### src/include/usb_otg_pkg.sv
// Package with register map, field positions, reset values and timing for the OTG status and power block.
package usb_otg_pkg;
    localparam logic [11:0] otg_line_status_addr   = 12'h000;
    localparam logic [11:0] otg_bus_control_addr   = 12'h004;
    localparam logic [11:0] usb_power_control_addr = 12'h008;

    localparam int cable_type_bit    = 7;
    localparam int line_steady_bit   = 5;
    localparam int session_valid_bit = 3;
    localparam int b_session_bit     = 2;
    localparam int a_power_bit       = 0;

    localparam int dplus_pu_bit   = 7;
    localparam int dminus_pu_bit  = 6;
    localparam int dplus_pd_bit   = 5;
    localparam int dminus_pd_bit  = 4;
    localparam int power_bit      = 3;
    localparam int sw_ctrl_bit    = 2;
    localparam int charge_bit     = 1;
    localparam int discharge_bit  = 0;

    localparam int act_pend_bit   = 7;
    localparam int guard_bit      = 4;
    localparam int busy_bit       = 3;
    localparam int suspend_bit    = 1;
    localparam int power_on_bit   = 0;

    localparam logic [7:0] bus_control_reset   = 8'h00;
    localparam logic [7:0] power_control_reset = 8'h00;
    localparam logic [7:0] bus_control_mask    = 8'hFF;
    localparam logic [7:0] power_control_wmask = 8'h13;

    localparam int clk_hz         = 40000000;
    localparam int steady_time_us = 1000;
    localparam int steady_cycles  = (clk_hz / 1000000) * steady_time_us;
    localparam int busy_time_us   = 1;
    localparam int busy_cycles    = (clk_hz / 1000000) * busy_time_us;
endpackage

### src/rtl/sync2.sv
// Two-flop synchroniser for a bundle of asynchronous levels.
module sync2 #(
    parameter int width = 1
) (
    input  wire logic             pclk,
    input  wire logic             presetn,
    input  wire logic [width-1:0] async_in,
    output logic      [width-1:0] sync_out
);
    logic [width-1:0] meta_ff;
    logic [width-1:0] sync_ff;

    always_ff @(posedge pclk or negedge presetn) begin
        if (!presetn) begin
            meta_ff <= '0;
            sync_ff <= '0;
        end else begin
            meta_ff <= async_in;
            sync_ff <= meta_ff;
        end
    end

    assign sync_out = sync_ff;
endmodule

### src/rtl/usb_otg_status_power_ctrl.sv
// APB register bank for OTG line status, bus resistor and VBUS control, and module power control.
// Summary of operation
// - Cable-type bit: 1 none/B, 0 A cable.
// - Line-steady set after 1 ms unchanged lines.
// - Session-valid bit mirrors its comparator.
// - B session-end bit set below session valid.
// - A power-valid bit set above session valid.
// - Unimplemented bits ignore writes, read zero.
// - Control bits 7/6 enable D+/D- pull-ups.
// - Control bits 5/4 enable D+/D- pull-downs.
// - Software enable selects software or hardware resistors.
// - Power-on bit drives VBUS power switch.
// - Charge bit connects VBUS charging pull-up.
// - Discharge bit connects VBUS discharging pull-down.
// - Activity-pending shows detected, ungenerated activity interrupt.
// - Guard set blocks sleep on activity/pending.
// - Busy reads 1 until module ready.
// - Suspend gates 48 MHz clock, transceiver low power.
// - Power bit off: outputs inactive, analog off; sleep_block is not gated and still follows guard and activity.
//
// Added by the designer: the address map and the APB interface to the registers.
module usb_otg_status_power_ctrl #(
    parameter int steady_cycles = usb_otg_pkg::steady_cycles,
    parameter int busy_cycles   = usb_otg_pkg::busy_cycles
) (
    input  wire logic        pclk,
    input  wire logic        presetn,
    input  wire logic        psel,
    input  wire logic        penable,
    input  wire logic        pwrite,
    input  wire logic [11:0] paddr,
    input  wire logic [31:0] pwdata,
    input  wire logic [3:0]  pstrb,
    output logic      [31:0] prdata,
    output logic             pready,
    output logic             pslverr,
    input  wire logic        cable_type_sense,
    input  wire logic        single_ended_zero,
    input  wire logic        j_state,
    input  wire logic        session_valid_cmp,
    input  wire logic        a_device_mode,
    input  wire logic        bus_activity,
    input  wire logic        activity_irq_taken,
    input  wire logic        hw_dplus_pullup,
    input  wire logic        hw_dminus_pullup,
    input  wire logic        hw_dplus_pulldown,
    input  wire logic        hw_dminus_pulldown,
    input  wire logic        core_active,
    output logic             dplus_pullup_en,
    output logic             dminus_pullup_en,
    output logic             dplus_pulldown_en,
    output logic             dminus_pulldown_en,
    output logic             bus_power_drive,
    output logic             bus_power_charge_en,
    output logic             bus_power_discharge_en,
    output logic             suspend_clock_gate,
    output logic             transceiver_low_power,
    output logic             module_enable,
    output logic             sleep_block
);
    localparam int cw = $clog2(steady_cycles + 1);
    localparam int bw = $clog2(busy_cycles + 1);

    logic [5:0] raw_in;
    logic [5:0] sync_in;
    logic       cable_s;
    logic       se0_s;
    logic       jst_s;
    logic       sesv_s;
    logic       amode_s;
    logic       act_s;

    // Cable, line and comparator levels come from the analog side.
    assign raw_in = {cable_type_sense, single_ended_zero, j_state, session_valid_cmp, a_device_mode,
                     bus_activity};
    sync2 #(.width(6)) u_sync (
        .pclk     (pclk),
        .presetn  (presetn),
        .async_in (raw_in),
        .sync_out (sync_in)
    );
    assign {cable_s, se0_s, jst_s, sesv_s, amode_s, act_s} = sync_in;

    logic [7:0]    bus_ctrl_ff;
    logic [7:0]    nxt_bus_ctrl;
    logic          guard_ff;
    logic          suspend_ff;
    logic          power_ff;
    logic          nxt_guard;
    logic          nxt_suspend;
    logic          nxt_power;
    logic [1:0]    line_prev_ff;
    logic [cw-1:0] steady_cnt_ff;
    logic [cw-1:0] nxt_steady_cnt;
    logic          line_steady_flag;
    logic          act_pend_ff;
    logic          nxt_act_pend;
    logic [bw-1:0] busy_cnt_ff;
    logic [bw-1:0] nxt_busy_cnt;
    logic          module_not_ready;
    logic [31:0]   prdata_ff;
    logic [31:0]   nxt_prdata;
    logic          pslverr_ff;
    logic          pready_ff;
    logic          nxt_pready;

    wire        setup       = psel && !penable;
    wire        acc_done    = psel && penable && pready_ff;
    wire        wr_en       = acc_done && pwrite && pstrb[0];
    wire        hit_status  = (paddr == usb_otg_pkg::otg_line_status_addr);
    wire        hit_control = (paddr == usb_otg_pkg::otg_bus_control_addr);
    wire        hit_power   = (paddr == usb_otg_pkg::usb_power_control_addr);
    wire        hit_any     = hit_status || hit_control || hit_power;
    wire [7:0]  wbyte       = pwdata[7:0];

    // Line-steady timer; any change of SE0 or J restarts the count.
    wire line_changed = (line_prev_ff != {se0_s, jst_s});
    assign nxt_steady_cnt = line_changed ? '0 :
                            (steady_cnt_ff == cw'(steady_cycles)) ? steady_cnt_ff : steady_cnt_ff + 1'b1;
    assign line_steady_flag = (steady_cnt_ff == cw'(steady_cycles));

    // Status word: only the documented bits are driven, the rest stay zero.
    wire [7:0] status_byte = {cable_s,
                              1'b0,
                              line_steady_flag,
                              1'b0,
                              sesv_s,
                              !amode_s && !sesv_s,
                              1'b0,
                              amode_s && sesv_s};

    // Pending is set by activity and cleared when the interrupt is generated; set wins.
    assign nxt_act_pend = act_s ? 1'b1 : (activity_irq_taken ? 1'b0 : act_pend_ff);

    // Busy counter keeps busy set after a power-off until the core is idle and busy_cycles have run out.
    assign nxt_busy_cnt = (power_ff || core_active) ? bw'(busy_cycles) :
                          (busy_cnt_ff != '0) ? busy_cnt_ff - 1'b1 : busy_cnt_ff;
    assign module_not_ready = power_ff || core_active || (busy_cnt_ff != '0);

    wire [7:0] power_byte = {act_pend_ff, 2'b00, guard_ff, module_not_ready, 1'b0, suspend_ff, power_ff};

    assign nxt_bus_ctrl = (wr_en && hit_control) ? (wbyte & usb_otg_pkg::bus_control_mask) : bus_ctrl_ff;
    // Only guard, suspend and power are writable; busy and pending are read-only.
    assign nxt_guard   = (wr_en && hit_power) ? wbyte[usb_otg_pkg::guard_bit] : guard_ff;
    assign nxt_suspend = (wr_en && hit_power) ? wbyte[usb_otg_pkg::suspend_bit] : suspend_ff;
    assign nxt_power   = (wr_en && hit_power) ? wbyte[usb_otg_pkg::power_on_bit] : power_ff;

    wire [7:0] rd_byte = hit_status ? status_byte : hit_control ? bus_ctrl_ff : hit_power ? power_byte : 8'h00;
    assign nxt_prdata = (setup && !pwrite) ? {24'h000000, rd_byte} : prdata_ff;
    // No wait state: ready rises in the first access cycle, the cycle after setup.
    assign nxt_pready = setup;

    // Resistor source select, then the power bit forces the resistor and VBUS enables inactive.
    wire sw_sel = bus_ctrl_ff[usb_otg_pkg::sw_ctrl_bit];
    wire dp_pu  = sw_sel ? bus_ctrl_ff[usb_otg_pkg::dplus_pu_bit]  : hw_dplus_pullup;
    wire dm_pu  = sw_sel ? bus_ctrl_ff[usb_otg_pkg::dminus_pu_bit] : hw_dminus_pullup;
    wire dp_pd  = sw_sel ? bus_ctrl_ff[usb_otg_pkg::dplus_pd_bit]  : hw_dplus_pulldown;
    wire dm_pd  = sw_sel ? bus_ctrl_ff[usb_otg_pkg::dminus_pd_bit] : hw_dminus_pulldown;

    always_ff @(posedge pclk or negedge presetn) begin
        if (!presetn) begin
            bus_ctrl_ff   <= usb_otg_pkg::bus_control_reset;
            guard_ff      <= usb_otg_pkg::power_control_reset[usb_otg_pkg::guard_bit];
            suspend_ff    <= usb_otg_pkg::power_control_reset[usb_otg_pkg::suspend_bit];
            power_ff      <= usb_otg_pkg::power_control_reset[usb_otg_pkg::power_on_bit];
            line_prev_ff  <= 2'b00;
            steady_cnt_ff <= '0;
            act_pend_ff   <= 1'b0;
            busy_cnt_ff   <= '0;
        end else begin
            bus_ctrl_ff   <= nxt_bus_ctrl;
            guard_ff      <= nxt_guard;
            suspend_ff    <= nxt_suspend;
            power_ff      <= nxt_power;
            line_prev_ff  <= {se0_s, jst_s};
            steady_cnt_ff <= nxt_steady_cnt;
            act_pend_ff   <= nxt_act_pend;
            busy_cnt_ff   <= nxt_busy_cnt;
        end
    end

    always_ff @(posedge pclk or negedge presetn) begin
        if (!presetn) begin
            prdata_ff  <= 32'h00000000;
            pready_ff  <= 1'b0;
            pslverr_ff <= 1'b0;
        end else begin
            prdata_ff  <= nxt_prdata;
            pready_ff  <= nxt_pready;
            pslverr_ff <= setup && !hit_any;
        end
    end

    // Pin-facing outputs are registered so glitches from the select mux never reach the pads.
    always_ff @(posedge pclk or negedge presetn) begin
        if (!presetn) begin
            dplus_pullup_en        <= 1'b0;
            dminus_pullup_en       <= 1'b0;
            dplus_pulldown_en      <= 1'b0;
            dminus_pulldown_en     <= 1'b0;
            bus_power_drive        <= 1'b0;
            bus_power_charge_en    <= 1'b0;
            bus_power_discharge_en <= 1'b0;
            suspend_clock_gate     <= 1'b0;
            transceiver_low_power  <= 1'b0;
            module_enable          <= 1'b0;
            sleep_block            <= 1'b0;
        end else begin
            dplus_pullup_en        <= power_ff && dp_pu;
            dminus_pullup_en       <= power_ff && dm_pu;
            dplus_pulldown_en      <= power_ff && dp_pd;
            dminus_pulldown_en     <= power_ff && dm_pd;
            bus_power_drive        <= power_ff && bus_ctrl_ff[usb_otg_pkg::power_bit];
            bus_power_charge_en    <= power_ff && bus_ctrl_ff[usb_otg_pkg::charge_bit];
            bus_power_discharge_en <= power_ff && bus_ctrl_ff[usb_otg_pkg::discharge_bit];
            suspend_clock_gate     <= power_ff && suspend_ff;
            transceiver_low_power  <= !power_ff || suspend_ff;
            module_enable          <= power_ff;
            sleep_block            <= guard_ff && (act_s || act_pend_ff);
        end
    end

    assign prdata  = prdata_ff;
    assign pready  = pready_ff;
    assign pslverr = pslverr_ff;
endmodule

### config.mk
export PLATFORM = sky130hd
export DESIGN_NAME = usb_otg_status_power_ctrl
export DESIGN_NICKNAME = d
export VERILOG_FILES = /design/src/include/usb_otg_pkg.sv /design/src/rtl/sync2.sv /design/src/rtl/usb_otg_status_power_ctrl.sv
export SDC_FILE = /design/constraint.sdc
export NUM_CORES = 1
export LEC_CHECK = 0
export ABC_AREA = 0
export BUFFER_PORTS_ARGS = -buffer_cell sky130_fd_sc_hd__buf_2
export CAP_MARGIN = 20
export CORE_MARGIN = 2
export CORE_UTILIZATION = 45
export DETAILED_ROUTE_END_ITERATION = 16
export MAX_ROUTING_LAYER = met4
export PLACE_DENSITY = 0.76
export SLEW_MARGIN = 10
export SYNTH_ARGS = -nofsm -noshare
export SYNTH_HDL_FRONTEND = slang
export SYNTH_SLANG_ARGS = --single-unit
### constraint.sdc
create_clock -name pclk -period 1.7 [get_ports pclk]
set_input_delay 0.34 -clock pclk [delete_from_list [all_inputs] [get_ports pclk]]
set_output_delay 0.34 -clock pclk [all_outputs]
set_load 0.01 [all_outputs]
==> results by group, run 1 <==
Clock network
  • CTS sink count: 69
  • Clock Tree Root: clkbuf_8
  • Clock Path Buffers: 2
  • CTS H-tree lvls: 3
  • Cts hold-fix bufs: 0
  • Clk_lat worst skew: 0.34 ns
  • TritonCTS clock tree: yes
  • CTS buffer count: 9
  • Clock transition at path regs: approximately 0.08 ns

Outcome
  • Violations in the final reports: setup timing
  • Status: complete, but fails checks

Timing
  • Unrepaired setup endpoints after global routing: true
  • Worst clock skew: 0.00630 ns
  • Hold slack: between 0.007 and 0.008 ns
  • F_max: 0.587 GHz
  • Count of final setup violators: 1
  • Tmin final: 1.70 ns
  • Final worst slack: -0.00487 ns
  • Final period utilization: 100%
  • Slew HR: between 60% and 70%
  • Slew at the pin closest to its max-slew limit: 0.565 ns
  • Slew Viols, Final: 0
  • Final hold vios: 0

Setup path
  • CP required: around 1.9 ns
  • Startpoint Class: flip-flop
  • CP Data Arrival Time: about 1.9 ns
  • Peak fanout along the critical path: 4
  • Depth of the worst register-to-register path: 6
  • Reg2Reg Setup Slack: -0.005 ns
  • CP endpoint kind: flip-flop
  • FF-to-FF Start: busy_cnt_ff[0]
  • Setup Crit Path Kind: reg2reg
  • Critical Path Source: busy_cnt_ff[0]

Yosys
  • Synthesized area: 0.00306 mm²
  • Gate Count Post-Synth: approximately 270
  • Ys Warns: 0
  • Synth Flop Type: dfrtp_1
  • Register area share after synthesis: between 50% and 60%
  • Post-synthesis cell type count: 51
  • Synthesized area per cell: 11.6 µm²
  • EDFF count, synth: 0
  • #FFs+latches synth: 69
  • Asr flop ratio synth: 100%

Pwr
  • Peak VDD IR: 0.441 mV
  • Power per cell area: 892 mW/mm²
  • Leakage: between 1.5 and 2 nW
  • Total power: 3.49 mW

Run
  • Max Cap Viol: 0

GRT
  • Grt ovf: 0
  • Largest net degree at the start of global routing: 70
  • Vias in the first global route: 2193
  • Tot GR Track Use: 17.9%
  • First-pass GRT wire length: between 10 and 15 mm
  • Initial antenna violation count: 0

Detailed routing
  • Wire length on met1: about 2.7 mm
  • Via-to-Cell Ratio: 5.18
  • Drt total wl: 6.47 mm
  • WL met3: approximately 350 µm
  • Vias: 2300
  • DRT iter0 DRCs: between 100 and 150
  • WL met2: between 3 and 4 mm
  • Drt drc: 0
  • Routed Antenna Nets: 0
  • Uppermost layer routed: met4
  • Pre-antenna DRT Iters: 5
  • Drt wl/cell: 14.6 µm

Die
  • Starting Density: 45.8%
  • Die height: 86.5 µm
  • Ports: 110
  • Core ar.: about 0.0067 mm²
  • FP Rows: 30
  • Die footprint: 0.00748 mm²
  • Die Width: 86.5 µm

Worst hold path
  • Hold WC Path Type: in2async

Final layout
  • Commonest non-fill, non-tap cell in the layout: dfrtp_1
  • Commonest non-fill, non-tap cells in the layout: 69 x dfrtp_1, 58 x buf_2, 29 x buf_4, 24 x conb_1, 16 x nor2_1
  • Ant diodes: 0
  • Synth-to-Final Area Change: 27.8%
  • Share of layout cells above drive strength 1: 35.7%
  • Nets: 427

Place
  • Final Wtd Congestion: 0.876
  • DP HPWL: 4.33 mm
  • PortBufs: 58
==> per-stage QoR <==
step | std cells | TNS (ns) | setup WS [ns] | util (%) | instance area, µm²
global placement | 422 | -2.94 | -0.216 | 53.3 | 3560
finish | 444 | -0.00487 | -0.00487 | 58.6 | 3910
global route | 444 | -0.129 | -0.0636 | 58.6 | 3910
floorplan | 288 | -0.375 | -0.0468 | - | 3170
detailed placement | 422 | -3.22 | -0.220 | 53.3 | 3560
CTS | 440 | 0 | 0.00538 | 57.0 | 3810
==> power by group <==
group | total, mW | internal [mW] | switching [mW]
clock | 1.46 | 0.832 | 0.627
combinational | 0.313 | 0.142 | 0.171
sequential | 1.72 | 1.68 | 0.0319
==> final timing paths <==
| path | to |
|---|---|
| worst max register to register | prdata[3] |
| worst max-delay path | prdata[3] |
| worst min-delay path | u_sync.meta_ff[5] |
| min in group pclk | u_sync.meta_ff[0] |
| max in group asynchronous | steady_cnt_ff[11] |
| worst min register to register | u_sync.sync_out[2] |
==> kinds of logic (layout without fill, tap and decap cells) <==
group / after synthesis / after routing / synth area share (%)
other: 1 / 24 / 0.122
AOI/OAI and AO/OA: 35 / 35 / 7.56
muxes: 16 / 16 / 5.68
xor gates and xnor gates: 14 / 14 / 4.00
DFF: 69 / 69 / 56.4
adders and majority gates: 3 / 3 / 1.23
buffers and inverters: 37 / 113 / 7.60
and+or+nand+nor: 90 / 90 / 17.4
==> Yosys cell counts (4+ instances only) <==
library cell | number | area [µm²]
mux2_1 | 8 | 90.1
nand4_1 | 4 | 25.0
xnor2_1 | 10 | 87.6
o21ai_0 | 9 | 45.0
xor2_1 | 4 | 35.0
nor2b_1 | 6 | 37.5
nor2_1 | 17 | 63.8
mux2i_1 | 5 | 50.1
or4_1 | 5 | 37.5
nand2b_1 | 4 | 25.0
nand3_1 | 7 | 35.0
inv_1 | 8 | 30.0
buf_4 | 25 | 188
nor3_1 | 6 | 30.0
dfrtp_1 | 69 | 1730
and2_1 | 5 | 31.3
o31ai_1 | 4 | 30.0
clkbuf_1 | 4 | 15.0
nand2_1 | 12 | 45.0
a21oi_1 | 7 | 35.0
==> area by class of cell <==
class                      instances  area, µm²
clock buffer                      11        131
clock inverter                     5       83.8
fill                             569       2770
inverter                           8       30.0
multi-input combinational        182       1290
sequential                        69       1730
tap                               80        100
timing repair buffer              89        548
==> flip-flops by register name, summed over array words and instances, names as in the netlist, 2 cells and up <==
name	cells
busy_cnt_ff	6
u_sync.sync_out	6
steady_cnt_ff	16
bus_ctrl_ff	8
u_sync.meta_ff	6
prdata	8
line_prev_ff	2
==> metal layers <==
metal / vias up / global-route usage (%)
li1: 1081 / -
met3: 15 / 5.05
met1: 1124 / 22.5
met5: - / -
met4: 0 / 8.10
met2: 80 / 27.0
==> worst max-delay path, cell delays in order, from the launching register on <==
cell	delay, ns
dfrtp_1	0.39
inv_2	0.09
ha_4	0.15
nand2b_4	0.05
or4_4	0.47
o311ai_4	0.31
o211ai_1	0.12
==> what timing repair did <==
action | in CTS | in global routing
buffers inserted | 2 | 4
pin swaps | 0 | 9
endpoints found under the setup margin | 4 | 9
gates resized for setup | 4 | 13
Power figures use the tool's default switching activity.
==> inputs of run 2 (changes only) <==
Settings changed: ABC_AREA 0 to unset, SKIP_LAST_GASP set to 1.
==> results by group, run 2 (synthesis results as in run 1) <==
Final layout
  • Fin cells: roughly 440
  • Commonest non-fill, non-tap cells in the layout: 69 x dfrtp_1, 58 x buf_2, 29 x buf_4, 24 x conb_1, 16 x nor2_1
  • Synth-to-Final Area Change: 27.6%
  • Share of layout cells above drive strength 1: 35.4%
  • Largest register FFs: 16
  • Ant diodes: 0
  • Largest Register: steady_cnt_ff
  • Post-route cell area: 0.00391 mm²
  • Nets: 427
  • Commonest non-fill, non-tap cell in the layout: dfrtp_1
  • Core Util, Final: 58.5%
  • FILL cells: 568

Clock network
  • CTS buffer count: 9
  • Clock Tree Root: clkbuf_8
  • Clock Path Buffers: 2
  • CTS sink count: 69
  • CTS H-tree lvls: 3
  • Clock transition at path regs: ~0.080 ns
  • TritonCTS clock tree: yes
  • Clk_lat worst skew: between 0.3 and 0.4 ns

Setup path
  • Setup Crit Path Kind: reg2reg
  • CP endpoint kind: flip-flop
  • Startpoint Class: flip-flop
  • CP Data Arrival Time: 1.92 ns
  • Peak fanout along the critical path: 4
  • CP required: about 1.9 ns

Place
  • Final Wtd Congestion: 0.876
  • Setup WS pre-CTS: -0.220 ns
  • PortBufs: 58
  • Dpl cells: 422
  • Dpl cell area: 0.00356 mm²
  • DP HPWL: between 4 and 5 mm

Detailed routing
  • Drt total wl: 6.41 mm
  • Via-to-Cell Ratio: 5.16
  • Vias: 2290
  • Drt wl/cell: 14.4 µm
  • DRT iter0 DRCs: 106
  • Routed Antenna Nets: 0
  • Pre-antenna DRT Iters: 4
  • Drt drc: 0

Die
  • Starting Density: 45.8%
  • Die height: ~86 µm
  • Ports: 110
  • Die footprint: 0.00748 mm²
  • Die Width: a little under 90 µm
  • FP Rows: 30
  • Core ar.: 0.00668 mm²

GRT
  • First-pass GRT wire length: 10.0 mm
  • Tot GR Track Use: 17.9%
  • Grt ovf: 0
  • Vias in the first global route: 2193
  • Initial antenna violation count: 0
  • Largest net degree at the start of global routing: 70

Pwr
  • Leakage: roughly 1.9 nW
  • Power per cell area: 892 mW/mm²
  • Total power: 3.48 mW
  • Peak VDD IR: 0.444 mV

Run
  • Max Cap Viol: 0

Timing
  • Unrepaired setup endpoints after global routing: true
  • Final period utilization: 100%
  • Slew at the pin closest to its max-slew limit: 0.568 ns
  • Final worst slack: -0.00647 ns
  • Tmin final: approximately 1.7 ns
  • Hold slack: between 0.005 and 0.006 ns
  • Slew HR: between 60% and 70%
  • Count of final setup violators: 1
  • Slew Viols, Final: 0
  • F_max: 0.586 GHz
  • Worst clock skew: 0.00623 ns
  • Setup TNS: -0.00647 ns
  • Final hold vios: 0

Worst hold path
  • Hold WC Path Type: in2async

Outcome
  • Status: complete, but fails checks
  • Violations in the final reports: setup timing
==> run 2: cell type report <==
cell class / instances / area, µm² / share of cell area [%]
clock buffer: 11 / 131 / 3.36
multi-input combinational: 182 / 1290 / 32.9
tap: 80 / 100 / 2.56
timing repair buffer: 89 / 548 / 14.0
sequential: 69 / 1730 / 44.2
inverter: 8 / 30.0 / 0.769
clock inverter: 5 / 83.8 / 2.15
==> run 2: routing by layer <==
metal  share of wire, %  GRT usage [%]
met5                  0              -
met2                 50           27.0
met1                 43           22.5
met3                4.9           5.05
met4                1.7           8.10
==> run 2: repair_timing <==
item	in CTS	in global routing
buffers inserted	2	4
resized for setup	4	12
hold endpoints to repair	0	0
hold buffers	0	0
endpoints found under the setup margin	4	9
cloned	0	0
pin swaps	0	8
==> run 2: path summary, 6_finish.rpt <==
kind                                        start                 end  slack [ns]  cells past startpoint
worst max-delay path               busy_cnt_ff[0]           prdata[3]      -0.006                      6
worst min-delay path                      presetn   u_sync.meta_ff[5]       0.006                      2
worst max register to register     busy_cnt_ff[0]           prdata[3]      -0.006                      6
worst min register to register  u_sync.meta_ff[2]  u_sync.sync_out[2]        0.35                      0
max in group asynchronous                 presetn   steady_cnt_ff[11]        1.41                      2
min in group pclk                    bus_activity   u_sync.meta_ff[0]        0.10                      1
==> run 2: power breakdown <==
group,switching [mW],leakage (nW),internal (mW)
sequential,0.0316,0.908,1.68
combinational,0.172,0.849,0.142
clock,0.623,0.100,0.832
==> run 2: worst max-delay path, cell delays in order (launching register included) <==
cell and delay (ns):
dfrtp_1 0.39, inv_2 0.09, ha_4 0.15, nand2b_4 0.05, or4_4 0.47, o311ai_4 0.31
o211ai_1 0.12
==> inputs of run 3 (changes only) <==
Settings changed: REMOVE_ABC_BUFFERS set to 1, SETUP_SLACK_MARGIN set to 0.15.
==> results by group, run 3 (synthesis results as in run 1) <==
Die
  • Die Width: 86.5 µm
  • Core ar.: 0.00668 mm²
  • Starting Density: 45.8%
  • Die footprint: 0.00748 mm²
  • Die height: roughly 86 µm
  • Ports: 110
  • FP Rows: 30

Timing
  • Hold slack: 0.00658 ns
  • F_max: 0.556 GHz
  • Slew Viols, Final: 0
  • Slew HR: approximately 60%
  • Tmin final: 1.80 ns
  • Slew at the pin closest to its max-slew limit: around 0.59 ns
  • Count of final setup violators: 2
  • Final hold vios: 0
  • Final worst slack: -0.0992 ns
  • Worst clock skew: 0.0122 ns
  • Unrepaired setup endpoints after global routing: true
  • Final period utilization: 106%

Setup path
  • Depth of the worst register-to-register path: 6
  • Critical Path Source: busy_cnt_ff[1]
  • CP endpoint kind: flip-flop
  • Setup Crit Path Kind: reg2reg
  • FF-to-FF Start: busy_cnt_ff[1]
  • Critical path's largest stage delay: 0.46 ns
  • Worst R2R End: busy_cnt_ff[1]
  • Critical-path top delay cell: or4_4
  • CP Data Arrival Time: 2.02 ns
  • Startpoint Class: flip-flop
  • Peak fanout along the critical path: 3
  • CP required: 1.92 ns
  • Reg2Reg Setup Slack: -0.1 ns
  • Crit path cell chain: inv_2 -> ha_4 -> nand2b_4 -> or4_4 -> buf_4 -> a2111oi_4

Clock network
  • Clock Path Buffers: 2
  • Clock Tree Root: clkbuf_8
  • CTS H-tree lvls: 3
  • Clk_lat worst skew: around 0.34 ns
  • TritonCTS clock tree: yes
  • CTS sink count: 69
  • Cts hold-fix bufs: 0
  • Clock transition at path regs: roughly 0.080 ns
  • CTS buffer count: 9

Detailed routing
  • Pre-antenna DRT Iters: 4
  • Routed Antenna Nets: 0
  • Via-to-Cell Ratio: 5.18
  • Drt total wl: 7.11 mm
  • Drt wl/cell: around 15 µm
  • Vias: between 2000 and 2500
  • Drt drc: 0
  • DRT iter0 DRCs: between 150 and 200

Final layout
  • Share of layout cells above drive strength 1: 44.7%
  • Core Util, Final: 63.4%
  • Commonest non-fill, non-tap cells in the layout: 69 x dfrtp_1, 57 x buf_2, 36 x buf_4, 24 x conb_1, 14 x nor2_1
  • Nets: ~440
  • Ant diodes: 0
  • Fin cells: 460
  • Largest Register: steady_cnt_ff
  • Commonest non-fill, non-tap cell in the layout: dfrtp_1
  • Post-route cell area: ~0.0042 mm²
  • Largest register FFs: 16
  • Synth-to-Final Area Change: 38.3%

Pwr
  • Peak VDD IR: between 0.5 and 0.6 mV
  • Reg power frac: 46.9%
  • Cell Int Power: 2.77 mW
  • P_sw: 0.892 mW
  • Power per cell area: 864 mW/mm²
  • Leakage: 2.01 nW
  • Logic pwr share: between 10% and 20%
  • Clock power frac: between 40% and 50%
  • Switching share of power: 24.4%

Place
  • DP HPWL: 4.27 mm
  • Final Wtd Congestion: 0.826
  • Dpl cells: 426
  • Setup WS pre-CTS: -0.328 ns
  • Dpl cell area: between 0.003 and 0.004 mm²
  • PortBufs: 58

Run
  • Max Cap Viol: 0

GRT
  • Tot GR Track Use: 19.0%
  • Vias in the first global route: 2287
  • Initial antenna violation count: 0
  • First-pass GRT wire length: 10.6 mm
  • Grt ovf: 0
  • Largest net degree at the start of global routing: 70

Outcome
  • Violations in the final reports: setup timing
  • Status: complete, but fails checks

Worst hold path
  • Hold WC Path Type: in2async
[run 3: changes by cell type in the layout (fill, tap and decap cells not counted), moves of 7 or more]
cell and delta:
buf_4 +7, mux2_1 -8, buf_6 +9, mux2_4 +8
[run 3: final cells by class]
type	instances	area (µm²)
fillers	501	2450
flip-flops and latches	69	1730
multi-input cells	182	1430
repair buffers	105	712
clock buffers	10	138
well taps	80	100
clock inverters	6	93.8
inverters	8	30.0
[run 3: critical path: cells and delay by family, from the launching register on]
family	cells	cell delay, ns
AOI/OAI and AO/OA	1	0.34
and+or+nand+nor	2	0.51
adders and majority gates	1	0.15
buffers and inverters	2	0.26
DFF	1	0.41
[run 3: layer usage]
metal	vias to the layer above	routed length (µm)	track usage [%]
li1	1107	-	-
met1	1177	2880	22.7
met2	83	3730	30.2
met3	15	392	5.05
met4	0	119	8.52
met5	-	0	-
[run 3: what timing repair did]
action / 4_1_cts / 5_1_grt
buffers inserted: 11 / 7
endpoints found under the setup margin: 22 / 25
pin swaps: 16 / 14
resized for setup: 33 / 29
[run 3: worst max-delay path by stage]
stage                     end  slack (ns)  cells past startpoint
2_1_floorplan  bus_ctrl_ff[0]       -0.17                      4
3_3_place_gp   bus_ctrl_ff[2]       -0.29                      6
3_5_place_dp   bus_ctrl_ff[2]       -0.33                      6
4_1_cts             prdata[3]        0.02                      6
5_1_grt        busy_cnt_ff[1]       -0.12                      6
6_report       busy_cnt_ff[1]        -0.1                      6
[run 3: power groups by stage]
| stage | registers, mW | clock network (mW) | logic [mW] |
|---|---|---|---|
| 2_1_floorplan | 1.74 | 0 | 0.118 |
| 3_3_place_gp | 1.74 | 0 | 0.277 |
| 3_5_place_dp | 1.74 | 0 | 0.289 |
| 4_1_cts | 1.71 | 1.53 | 0.349 |
| 5_1_grt | 1.72 | 1.62 | 0.461 |
| 6_report | 1.71 | 1.52 | 0.425 |
[run 3: metrics by stage]
| stage | power [mW] | setup TNS (ns) |
|---|---|---|
| detailed placement | 2.03 | -4.65 |
| global placement | 2.02 | -4.13 |
| global route | 3.80 | -0.233 |
| CTS | 3.59 | 0 |
| floorplan | 1.86 | -1.54 |
| finish | 3.66 | -0.193 |
